### config.mk
export PLATFORM = sky130hd
export DESIGN_NAME = dst_serializer_tx
export DESIGN_NICKNAME = d
export VERILOG_FILES = /design/src/dst_pkg.sv /design/src/dst_serializer_tx.sv
export VERILOG_INCLUDE_DIRS = /design/src
export SDC_FILE = /design/constraint.sdc
export NUM_CORES = 1
export LEC_CHECK = 0
export BUFFER_PORTS_ARGS = -buffer_cell sky130_fd_sc_hd__buf_4
export CORE_MARGIN = 4
export CORE_UTILIZATION = 55
export CTS_CLUSTER_SIZE = 40
export DETAILED_ROUTE_END_ITERATION = 8
export PLACE_DENSITY = 0.78
export SLEW_MARGIN = 0
export SYNTH_ARGS = -nofsm -noshare
export SYNTH_HDL_FRONTEND = slang
export SYNTH_SLANG_ARGS = --single-unit
### constraint.sdc
create_clock -name ref_clk_i -period 11.9 [get_ports ref_clk_i]
set_clock_uncertainty 0.15 [all_clocks]
set_input_delay 1.785 -clock ref_clk_i [delete_from_list [all_inputs] [get_ports ref_clk_i]]
set_output_delay 1.785 -clock ref_clk_i [all_outputs]
set_load 0.005 [all_outputs]
### src/dst_defines.svh
// Register offsets, field positions, reset values and limits of the transmitter
`ifndef DST_DEFINES_SVH
`define DST_DEFINES_SVH

// Register byte offsets on the APB port
`define DST_OFF_CTRL      8'h00
`define DST_OFF_CFG       8'h04
`define DST_OFF_STATUS    8'h08

// Control register fields
`define DST_CTRL_EN       0

// Configuration register fields
`define DST_CFG_FACT_LSB  0
`define DST_CFG_FACT_MSB  3
`define DST_CFG_DIV_LSB   4
`define DST_CFG_DIV_MSB   7
`define DST_CFG_PH_LSB    8
`define DST_CFG_PH_MSB    10
`define DST_CFG_CLK_MODE  11
`define DST_CFG_BYP_LSB   12
`define DST_CFG_BYP_MSB   13

// Status register fields
`define DST_ST_RUN        0
`define DST_ST_ERR        1
`define DST_ST_CNT_LSB    8
`define DST_ST_CNT_MSB    11

// Reset values
`define DST_CTRL_RST      32'h0000_0000
`define DST_CFG_RST       32'h0000_001A

// Serialization limits and word width
`define DST_FACTOR_MIN    4'h3
`define DST_FACTOR_MAX    4'hA
`define DST_WORD_W        10

`endif

### src/dst_pkg.sv
// Types shared by the differential serializer transmitter
package dst_pkg;

   // Output path selection
   typedef enum logic [1:0] {
      BYP_NONE,
      BYP_SDR,
      BYP_DDR
   } dst_byp_e;

   // Channel state
   typedef enum logic {
      ST_IDLE,
      ST_RUN
   } dst_state_e;

   // Static channel configuration
   typedef struct packed {
      dst_byp_e   bypass;
      logic       clk_mode;
      logic [2:0] phase;
      logic [3:0] div;
      logic [3:0] factor;
   } dst_cfg_s;

endpackage

### src/dst_serializer_tx.sv
// Serializer, forwarded clock and bypass path of one differential tx channel
//
// Operation
// - Capture word up to ten bits, shift out
// - Most significant bit goes out first
// - Load and shift run on bit clock
// - Factor three to ten, static while running
// - New word every factor bit periods
// - Channel may forward clock instead of data
// - Forwarded clock can toggle at data rate
// - Clock divide 1,2,4,6,8,10, factor dependent
// - Clock phase 0 or 180 degrees
// - Further phase offsets in 45 degree steps, rounded down to whole bit periods
// - Bypass gives factor two or one
// - Two pad cell registers, DDR or SDR
// - DDR and SDR both registered on clock
`timescale 1ns/1ns
`default_nettype none
`include "dst_defines.svh"

module dst_serializer_tx
   import dst_pkg::*;
(
   input  wire logic        ref_clk_i,
   input  wire logic        rst_i,
   input  wire logic        psel_i,
   input  wire logic        penable_i,
   input  wire logic        pwrite_i,
   input  wire logic [7:0]  paddr_i,
   input  wire logic [31:0] pwdata_i,
   output logic      [31:0] prdata_o,
   output logic             pready_o,
   output logic             pslverr_o,
   input  wire logic [9:0]  word_i,
   output logic             word_load_o,
   output logic             tx_o,
   output logic      [1:0]  pad_ddr_o
);

   dst_state_e state;
   dst_cfg_s   cfg_reg;
   dst_cfg_s   act;
   logic       ctrl_en;
   logic       cfg_err;
   logic [9:0] sreg;
   logic [3:0] cnt;
   logic [4:0] ccnt;
   logic [31:0] rd_mux;
   logic       rd_err;
   logic       acc;
   logic       run;
   logic       start;
   logic       serial_mode;
   logic [9:0] aligned;
   logic [6:0] ph_off;

   // Legal factor and a divide that lands on whole word boundaries
   function automatic logic cfg_ok(input dst_cfg_s c);
      logic fact_ok;
      logic div_ok;
      fact_ok = (c.factor >= `DST_FACTOR_MIN) && (c.factor <= `DST_FACTOR_MAX);
      div_ok  = (c.div == 4'h1) || (c.div == 4'h2) || (c.div == 4'h4)
                || (c.div == 4'h6) || (c.div == 4'h8) || (c.div == 4'hA);
      if (c.clk_mode && div_ok && c.div != 4'h1) begin
         div_ok = ({c.factor, 1'b0} % {1'b0, c.div}) == 5'h00;
      end
      return (c.bypass != BYP_NONE) || (fact_ok && (!c.clk_mode || div_ok));
   endfunction

   assign run         = (state == ST_RUN);
   assign acc         = psel_i && penable_i && pready_o;
   assign start       = (state == ST_IDLE) && ctrl_en && cfg_ok(cfg_reg);
   assign serial_mode = (act.bypass == BYP_NONE) && !act.clk_mode;
   // Word sits low in word_i; push its top bit to position nine
   assign aligned     = word_i << (4'hA - act.factor);
   // Offset in bit periods for a 45 degree step of a 2*div period
   assign ph_off      = 7'(cfg_reg.phase * cfg_reg.div) >> 2;

   // APB answers one cycle into the access phase
   always_ff @(posedge ref_clk_i) begin
      if (rst_i) begin
         pready_o  <= 1'b0;
         prdata_o  <= 32'h0000_0000;
         pslverr_o <= 1'b0;
      end else if (psel_i && penable_i && !pready_o) begin
         pready_o  <= 1'b1;
         prdata_o  <= pwrite_i ? 32'h0000_0000 : rd_mux;
         pslverr_o <= rd_err;
      end else begin
         pready_o  <= 1'b0;
         pslverr_o <= 1'b0;
      end
   end

   // Read decode; unmapped addresses answer with an error and zero data
   always_comb begin
      rd_mux = 32'h0000_0000;
      rd_err = 1'b0;
      if (paddr_i == `DST_OFF_CTRL) begin
         rd_mux[`DST_CTRL_EN] = ctrl_en;
      end else if (paddr_i == `DST_OFF_CFG) begin
         rd_mux[13:0] = cfg_reg;
      end else if (paddr_i == `DST_OFF_STATUS) begin
         rd_mux[`DST_ST_RUN] = run;
         rd_mux[`DST_ST_ERR] = cfg_err;
         rd_mux[`DST_ST_CNT_MSB:`DST_ST_CNT_LSB] = cnt;
      end else begin
         rd_err = 1'b1;
      end
   end

   // Software registers; configuration is frozen while the channel runs
   always_ff @(posedge ref_clk_i) begin
      if (rst_i) begin
         ctrl_en <= 1'(`DST_CTRL_RST);
         cfg_reg <= 14'(`DST_CFG_RST);
      end else if (acc && pwrite_i) begin
         if (paddr_i == `DST_OFF_CTRL) begin
            ctrl_en <= pwdata_i[`DST_CTRL_EN];
         end else if (paddr_i == `DST_OFF_CFG && !run) begin
            cfg_reg <= pwdata_i[13:0];
         end
      end
   end

   // Channel state; active settings latched once at start
   always_ff @(posedge ref_clk_i) begin
      if (rst_i) begin
         state   <= ST_IDLE;
         act     <= 14'(`DST_CFG_RST);
         cfg_err <= 1'b0;
      end else begin
         case (state)
            ST_IDLE: begin
               if (start) begin
                  act     <= cfg_reg;
                  state   <= ST_RUN;
                  cfg_err <= 1'b0;
               end else if (ctrl_en) begin
                  cfg_err <= 1'b1;
               end
            end
            ST_RUN: begin
               if (!ctrl_en) begin
                  state <= ST_IDLE;
               end
            end
            default: state <= ST_IDLE;
         endcase
      end
   end

   // Forwarded clock phase counter, preset to the chosen offset
   always_ff @(posedge ref_clk_i) begin
      if (rst_i) begin
         ccnt <= 5'h00;
      end else if (start) begin
         ccnt <= 5'(ph_off);
      end else if (run) begin
         ccnt <= (ccnt >= {act.div, 1'b0} - 5'h01) ? 5'h00 : ccnt + 5'h01;
      end
   end

   // Output path: serializer, clock forwarding or pad cell bypass
   always_ff @(posedge ref_clk_i) begin
      if (rst_i) begin
         sreg        <= 10'h000;
         cnt         <= 4'h0;
         word_load_o <= 1'b0;
         tx_o        <= 1'b0;
         pad_ddr_o   <= 2'h0;
      end else if (!run) begin
         // idle low, first load right after start
         sreg        <= 10'h000;
         cnt         <= 4'h0;
         tx_o        <= 1'b0;
         pad_ddr_o   <= 2'h0;
         word_load_o <= start && !cfg_reg.clk_mode;
      end else if (act.clk_mode) begin
         word_load_o <= 1'b0;
         tx_o        <= (ccnt < {1'b0, act.div});
      end else if (act.bypass == BYP_DDR) begin
         word_load_o <= 1'b1;
         pad_ddr_o   <= word_i[1:0];
         tx_o        <= word_i[1];
      end else if (act.bypass == BYP_SDR) begin
         word_load_o <= 1'b1;
         pad_ddr_o   <= {1'b0, word_i[0]};
         tx_o        <= word_i[0];
      end else if (word_load_o) begin
         tx_o        <= aligned[9];
         sreg        <= aligned << 1;
         cnt         <= act.factor - 4'h1;
         word_load_o <= 1'b0;
      end else if (cnt != 4'h0) begin
         tx_o        <= sreg[9];
         sreg        <= sreg << 1;
         cnt         <= cnt - 4'h1;
         word_load_o <= (cnt == 4'h1);
      end
   end

   // Helper counters watched only by the checks below
   logic [3:0] gap;
   logic [4:0] hold;
   logic       tx_d;
   logic       arm;
   logic       seen;

   always_ff @(posedge ref_clk_i) begin
      if (rst_i || !run) begin
         gap  <= 4'h0;
         hold <= 5'h00;
         tx_d <= 1'b0;
         arm  <= 1'b0;
         seen <= 1'b0;
      end else begin
         tx_d <= tx_o;
         if (word_load_o) begin
            gap <= 4'h1;
         end else if (gap != 4'h0 && gap != 4'hF) begin
            gap <= gap + 4'h1;
         end
         // Phase preset may cut the first half period short, so the
         // check only trusts segments from the second edge onward
         if (tx_o != tx_d) begin
            hold <= 5'h01;
            arm  <= 1'b1;
            seen <= arm;
         end else if (hold != 5'h1F) begin
            hold <= hold + 5'h01;
         end
      end
   end

   AST_MSB_FIRST: assert property (
      @(posedge ref_clk_i) disable iff (rst_i)
      run && serial_mode && word_load_o |=>
         tx_o == $past(word_i[act.factor - 4'h1]))
      else $error("first serial bit is not the word MSB");

   AST_SHIFT_ORDER: assert property (
      @(posedge ref_clk_i) disable iff (rst_i)
      run && serial_mode && !word_load_o && cnt != 4'h0 && ctrl_en |=>
         tx_o == $past(sreg[9]))
      else $error("serial bit does not follow shift register");

   AST_LOAD_SPACING: assert property (
      @(posedge ref_clk_i) disable iff (rst_i)
      run && serial_mode && word_load_o && gap != 4'h0 |->
         {1'b0, gap} == {1'b0, act.factor})
      else $error("word load spacing differs from factor");

   AST_IDLE_LEVEL: assert property (
      @(posedge ref_clk_i) disable iff (rst_i)
      !run ##1 !run |-> !tx_o && pad_ddr_o == 2'h0)
      else $error("output not idle while stopped");

   AST_FACTOR_FROZEN: assert property (
      @(posedge ref_clk_i) disable iff (rst_i)
      run && $past(run) |-> act == $past(act)
         && (act.bypass != BYP_NONE || act.factor >= `DST_FACTOR_MIN))
      else $error("active configuration changed while running");

   AST_CLOCK_DIV: assert property (
      @(posedge ref_clk_i) disable iff (rst_i)
      run && act.clk_mode && seen && tx_o != tx_d |->
         hold == {1'b0, act.div})
      else $error("forwarded clock half period differs from divide");

   AST_SDR_PASS: assert property (
      @(posedge ref_clk_i) disable iff (rst_i)
      run && act.bypass == BYP_SDR && !act.clk_mode ##1 run |->
         tx_o == $past(word_i[0]))
      else $error("single rate bypass bit lost");

   AST_DDR_PAIR: assert property (
      @(posedge ref_clk_i) disable iff (rst_i)
      run && act.bypass == BYP_DDR && !act.clk_mode ##1 run |->
         pad_ddr_o == $past(word_i[1:0]) && tx_o == pad_ddr_o[1])
      else $error("double rate pad registers not loaded");

   AST_BYP_LOAD_LEVEL: assert property (
      @(posedge ref_clk_i) disable iff (rst_i)
      run && act.bypass != BYP_NONE && !act.clk_mode |-> word_load_o)
      else $error("bypass word strobe dropped while running");

   AST_CLK_NO_LOAD: assert property (
      @(posedge ref_clk_i) disable iff (rst_i)
      run && act.clk_mode |-> !word_load_o)
      else $error("word strobe raised in clock output mode");

   AST_APB_ANSWER: assert property (
      @(posedge ref_clk_i) disable iff (rst_i)
      psel_i && penable_i && !pready_o |=> pready_o ##1 !pready_o)
      else $error("APB answer not one cycle after access start");

endmodule

`default_nettype wire

==> out/results.ini, run 1 <==
[timing]
setup_tns_ps = 0
hold_violations = 0
fin_crit_ps = 7190
max_freq_ghz = 0.139
slew_violations = 0
setup_viol = 0
worst_pin_slew_ps = 1260
period_share_pct = 60.4
relSlewSlack_pct = 15.2
rsz0062_at_grt = no

[setup_path]
critPathRequiredTime_ps = 12020
cp-startpoint = cfg_reg[4]
path_common_cell = ha_1
critPathSlowestCell = dfxtp_1
r2r-start = cfg_reg[4]
worst-path-max-fanout = 13
critPathMaxStageDelay_ps = 630
arrival_ps = 7310
cp-start-kind = flip-flop
critPathKind = reg2reg
reg2reg_slack_ps = 4710
end_kind = flip-flop

[drt]
via_per_inst = 5.89
drc = 0
routedWlPerCell_um = 15.6
route.met3.wl_um = 857
firstDrtPassIters = 5
ant_nets = 0
drt-total-wl_um = 11200
vias = 4247
first_iter_violations = 277
highest_layer = met4
wl_met2_um = 5270
wl_met1_um = 4890

[clocking]
clkLatencyLatePin_ps = 340
cts_tree = done
clk_pin_slew_ps = 70
cts_htree_levels = 3
hold_buffers = 0
cts_root_buf = clkbuf_8
ctsResizeCount = 0
clock_sinks = 66
cts_setup_buffers = 0
cts_inserted_buffers = 9
clock_path_buffers = 2

[global_routing]
gr-total-overflow = 0
grt_max_degree = 44
grt_pass1_vias = 4012
grt_antenna_before_repair = 0
grtUsageTotal_pct = 22.7
grt_pass1_wl_um = 18600

[flow_run]
cap_violations = 0

[die]
die_height_um = 100
io_pins = 93
die_w_um = 100
fp.dieArea_um2 = 10000
design.core.area_um2 = 8220
start_util_pct = 56.6
std_cell_rows = 33

[power_and_ir_drop]
seq_power_share_pct = 51.0
peakVddDrop_mv = 0.0742
p_int_uw = 331
power_frac_clock_pct = 43.6
p_leak_nw = 2.27
power.density_nw_per_um2 = 83.2
p_sw_uw = 103
combPwrFrac_pct = 5.4
swShare_pct = 23.8

[synth]
ys_ff_latch = 66
postSynthCellCount = 572
syn_avg_cell_area_um2 = 8.13
synthDistinctLibCells = 67
ys_warn_count = 0
synth_area_leaders = dfxtp_1, ha_1, mux2i_1, a21oi_1, nor2_1
yosysTopAreaCell = dfxtp_1
seq_area_frac_synth_pct = 28.4
synth_top_area_share_pct = 28.4
synth_ff_type = dfxtp_1
async_reset_ff_share_pct = 0
synth_edf_count = 0
synth_area_um2 = 4650

[min_path]
min-delay-start = sreg[9]
hold_class = reg2reg

[final_layout]
n_antenna_cell = 0
drive_gt1_share_pct = 15.4
syn_to_final_growth_pct = 12.0
nets = 706
nFillCells = 720
fin_area_um2 = 5210

[placement]
placed_area_um2 = 5010
dp.final_hpwl_um = 8460
gp_congestion = 0.896
io_buffer_count = 56

[status]
outcome = complete, no violations

==> cells in the final DEF (no fill, tap or decap), types with 3 or more instances in the layout <==
cell type  instances
a211oi_1          10
a21boi_0           3
a21o_1            10
a21oi_1           46
a222oi_1           3
a22oi_1           10
a31oi_1            5
a32oi_1            3
and2_1             6
buf_4             57
clkbuf_8           9
conb_1            18
dfxtp_1           66
fa_1               4
ha_1              36
inv_1             31
mux2_2             3
mux2i_1           24
nand2_1           46
nand2b_1           7
nand3_1           23
nand3b_1           4
nand4b_1           3
nor2_1            54
nor2b_1            6
nor3_1            12
nor4_1             5
o211ai_1           5
o21a_1             7
o21ai_0           35
o221ai_1           3
or2_2              3
xnor2_1           13
xor2_1             4
==> power groups by stage <==
stage / clock (mW) / combinational, mW / sequential, mW
floorplan: 0 / 0.0145 / 0.226
global placement: 0 / 0.0226 / 0.226
detailed placement: 0 / 0.0231 / 0.226
global route: 0.203 / 0.0261 / 0.221
CTS: 0.193 / 0.0232 / 0.221
finish: 0.189 / 0.0235 / 0.221
==> worst paths after layout <==
path,endpoint,depth (start not counted)
worst min-delay path,sreg[9],2
worst min register to register,sreg[9],2
worst max register to register,ccnt[4],29
worst max-delay path,ccnt[4],29
==> metrics by stage <==
step	power, mW	instances	setup WS [ps]	hold slack, ps	utilization (%)
floorplan	0.241	589	5860	283	-
global placement	0.249	705	5040	296	61.0
detailed placement	0.249	705	4760	301	61.0
CTS	0.438	721	4730	311	63.5
global route	0.451	721	4210	353	63.5
finish	0.434	721	4710	309	63.5
==> area by class of cell <==
type / instances / area (um2) / share of cell area [%]
flip-flops and latches: 66 / 1320 / 25.3
inverters: 32 / 120 / 2.30
clock inverters: 7 / 78.8 / 1.51
clock buffers: 9 / 124 / 2.38
well taps: 105 / 131 / 2.52
multi-input cells: 445 / 3010 / 57.7
repair buffers: 57 / 428 / 8.21
==> worst max-delay path: cells and delay by family (launching register included) <==
kind | cells | cell delay, ps
simple gates | 8 | 1450
compound gates | 12 | 2690
xor+xnor | 1 | 170
fa+ha+maj | 5 | 1600
buf+inv | 3 | 410
flops | 1 | 630
==> metal layers <==
| metal | track usage, % | vias to the layer above |
|---|---|---|
| met2 | 38.7 | 155 |
| met3 | 5.14 | 17 |
| li1 | - | 2091 |
| met5 | 0 | - |
| met1 | 28.3 | 1984 |
| met4 | 8.08 | 0 |
==> Yosys cell counts (13+ instances only) <==
cell type,n
dfxtp_1,66
nor2_1,54
a21oi_1,46
nand2_1,46
ha_1,36
o21ai_0,35
inv_1,31
mux2i_1,24
nand3_1,23
buf_4,21
clkbuf_1,19
xnor2_1,13
==> cell families after synthesis <==
kind of cell | Yosys count | share of synthesized area (%)
AND/OR/NAND/NOR | 182 | 19.3
AO/OA/AOI/OAI | 160 | 22.9
buffers and inverters | 78 | 8.28
flip-flops | 66 | 28.4
adder cells (fa/ha/maj) | 40 | 11.4
multiplexers | 28 | 6.37
XOR/XNOR | 17 | 3.20
other | 1 | 0.0806
No activity file was read; power rests on OpenSTA's default activity.
==> run 2, diff against run 1 <==
--- a/config.mk
+++ b/config.mk
@@ -6,12 +6,13 @@
 export SDC_FILE = /design/constraint.sdc
 export NUM_CORES = 1
 export LEC_CHECK = 0
+export ABC_AREA = 1
 export BUFFER_PORTS_ARGS = -buffer_cell sky130_fd_sc_hd__buf_4
 export CORE_MARGIN = 4
-export CORE_UTILIZATION = 55
+export CORE_UTILIZATION = 51
 export CTS_CLUSTER_SIZE = 40
 export DETAILED_ROUTE_END_ITERATION = 8
-export PLACE_DENSITY = 0.78
+export PLACE_DENSITY = 0.76
 export SLEW_MARGIN = 0
 export SYNTH_ARGS = -nofsm -noshare
 export SYNTH_HDL_FRONTEND = slang
==> constraint.sdc (replaced) <==
create_clock -name ref_clk_i -period 6.35 [get_ports ref_clk_i]
set_clock_uncertainty 0.15 [all_clocks]
set_input_delay 0.9525 -clock ref_clk_i [delete_from_list [all_inputs] [get_ports ref_clk_i]]
set_output_delay 0.9525 -clock ref_clk_i [all_outputs]
set_load 0.005 [all_outputs]
==> run 2 against run 1 <==
Critical path depth up 17. Clock power is 100% higher. First-iteration DRC count decreased by 30%. Routed wire length grew 3.3%. Largest cell class unchanged.
==> out/results.ini, run 2 <==
[setup_path]
critPathMaxStageDelay_ps = 400
worst-path-max-fanout = 8
cp-endpoint = ccnt[3]
cp_top_family = simple AND/OR/NAND/NOR gates
cp-startpoint = cfg_reg[6]
critPathRequiredTime_ps = 6430
critPathSlowestCell = dfxtp_2
worstSetupPathDepth = 46
r2r_end = ccnt[3]
critical_path_buf_inv_count = 8
reg2reg_slack_ps = 430
end_kind = flip-flop
path_common_cell = nand2_1
r2r_cells = 46
critPathKind = reg2reg
r2r-start = cfg_reg[6]
cp-start-kind = flip-flop
arrival_ps = 6000

[min_path]
hold_class = reg2reg

[global_routing]
grt_pass1_vias = 4244
grt_max_degree = 28
grtUsageTotal_pct = 21.1
gr-total-overflow = 0
grt_pass1_wl_um = 19200
grt_antenna_before_repair = 0

[drt]
drt-total-wl_um = 11600
drc = 0
vias = 4574
ant_nets = 0
first_iter_violations = 195
routedWlPerCell_um = 13.9
firstDrtPassIters = 5
via_per_inst = 5.48

[final_layout]
syn_to_final_growth_pct = 13.6
n_antenna_cell = 0
nets = 816
drive_gt1_share_pct = 17.9
utilization_pct = 60.5
mostFrequentLayoutCells = nand2_1, inv_1, a21oi_1
final_common_cell = nand2_1

[timing]
setup_viol = 0
fin_hold_ws_ps = 319
hold_violations = 0
fin_crit_ps = 5920
max_freq_ghz = 0.169
slew_violations = 0
period_share_pct = 93.3
worst_pin_slew_ps = 1110
relSlewSlack_pct = 25.5

[clocking]
clkLatencyLatePin_ps = 360
cts_root_buf = clkbuf_8
clock_path_buffers = 2
clock_sinks = 66
clk_pin_slew_ps = 80
cts_htree_levels = 3
cts_inserted_buffers = 9
hold_buffers = 0
cts_tree = done

[placement]
gp_congestion = 0.910
dp.final_hpwl_um = 8780
io_buffer_count = 56

[synth]
seq_area_frac_synth_pct = 27.9
ys_warn_count = 0
ys_ff_latch = 66
synth_area_um2 = 4730
synthDistinctLibCells = 52
synth_ff_type = dfxtp_1
synth_top_area_share_pct = 27.9
synth_area_leaders = dfxtp_1, nand2_1, ha_1, a21oi_1, inv_1
synth_edf_count = 0
postSynthCellCount = 670
yosysTopAreaCell = dfxtp_1
async_reset_ff_share_pct = 0
synthTopCellsByCount = nand2_1, inv_1, a21oi_1
syn_avg_cell_area_um2 = 7.06
yosysMostFrequentCell = nand2_1

[die]
die_w_um = 104
design.core.area_um2 = 8890
die_height_um = 104
fp.dieArea_um2 = 10900
start_util_pct = 53.2
io_pins = 93
std_cell_rows = 34

[flow_run]
cap_violations = 0

[power_and_ir_drop]
p_leak_nw = 2.49
peakVddDrop_mv = 0.131
power.density_nw_per_um2 = 156

[status]
outcome = complete, no violations

run 2: logic make-up after synthesis:
group	synth area share, %
and+or+nand+nor	27.1
AOI/OAI and AO/OA	18.8
buffers and inverters	12.3
DFF	27.9
adders and majority gates	11.2
xor gates and xnor gates	2.41
other	0.0792
muxes	0.212
run 2: repair_timing:
action | in CTS | in global routing
endpoints found under the setup margin | 0 | 19
resized for setup | 0 | 3
buffers inserted | 0 | 1
run 2: worst min-delay path by stage:
stage                      start  depth (start not counted)      endpoint  slack [ps]
finish              prdata_o[11]                          2  prdata_o[11]         320
global route        prdata_o[13]                          2  prdata_o[13]         340
CTS                 prdata_o[11]                          2  prdata_o[11]         320
detailed placement  prdata_o[11]                          2  prdata_o[11]         310
global placement         sreg[9]                          2       sreg[9]         300
floorplan                sreg[9]                          2       sreg[9]         290
run 2: area by class of cell:
class                   instances  area (um2)
flip-flops and latches         66        1320
clock buffers                  11         151
inverters                      86         333
clock inverters                 5        61.3
fillers                       811        3510
well taps                     108         135
repair buffers                 62         465
multi-input cells             496        2910
run 2: worst register-to-register path: cells and delay by family, from the launching register on:
family                   cells  cell delay, ps
AND/OR/NAND/NOR             30            2720
adder cells (fa/ha/maj)      5            1450
buffers and inverters        8             630
AO/OA/AOI/OAI                3             440
flip-flops                   1             400
run 2: routing by layer:
| layer | share of wire, % | global-route usage, % | up-vias |
|---|---|---|---|
| met4 | 2.1 | 9.02 | 0 |
| met3 | 7.0 | 5.21 | 24 |
| met2 | 47 | 34.7 | 167 |
| met5 | 0 | 0 | - |
| met1 | 44 | 26.3 | 2096 |
| li1 | - | - | 2287 |
run 2: report_power, final:
group          internal, mW  switching, mW  leakage (nW)  total, mW
clock network         0.204          0.176        0.0982      0.380
registers             0.414       0.000297         0.533      0.414
logic                0.0199         0.0239          1.86     0.0438
total                 0.638          0.200          2.49      0.838
run 2: per-stage QoR:
| stage | worst slack, ps | setup TNS, ps | power [mW] | std cells | instance area (um2) |
|---|---|---|---|---|---|
| floorplan | 811 | 0 | 0.452 | 687 | 4800 |
| global placement | 489 | 0 | 0.467 | 817 | 5150 |
| detailed placement | 274 | 0 | 0.467 | 817 | 5150 |
| CTS | 210 | 0 | 0.841 | 833 | 5360 |
| global route | -14.3 | -19.6 | 0.859 | 834 | 5380 |
| finish | 427 | 0 | 0.838 | 834 | 5380 |
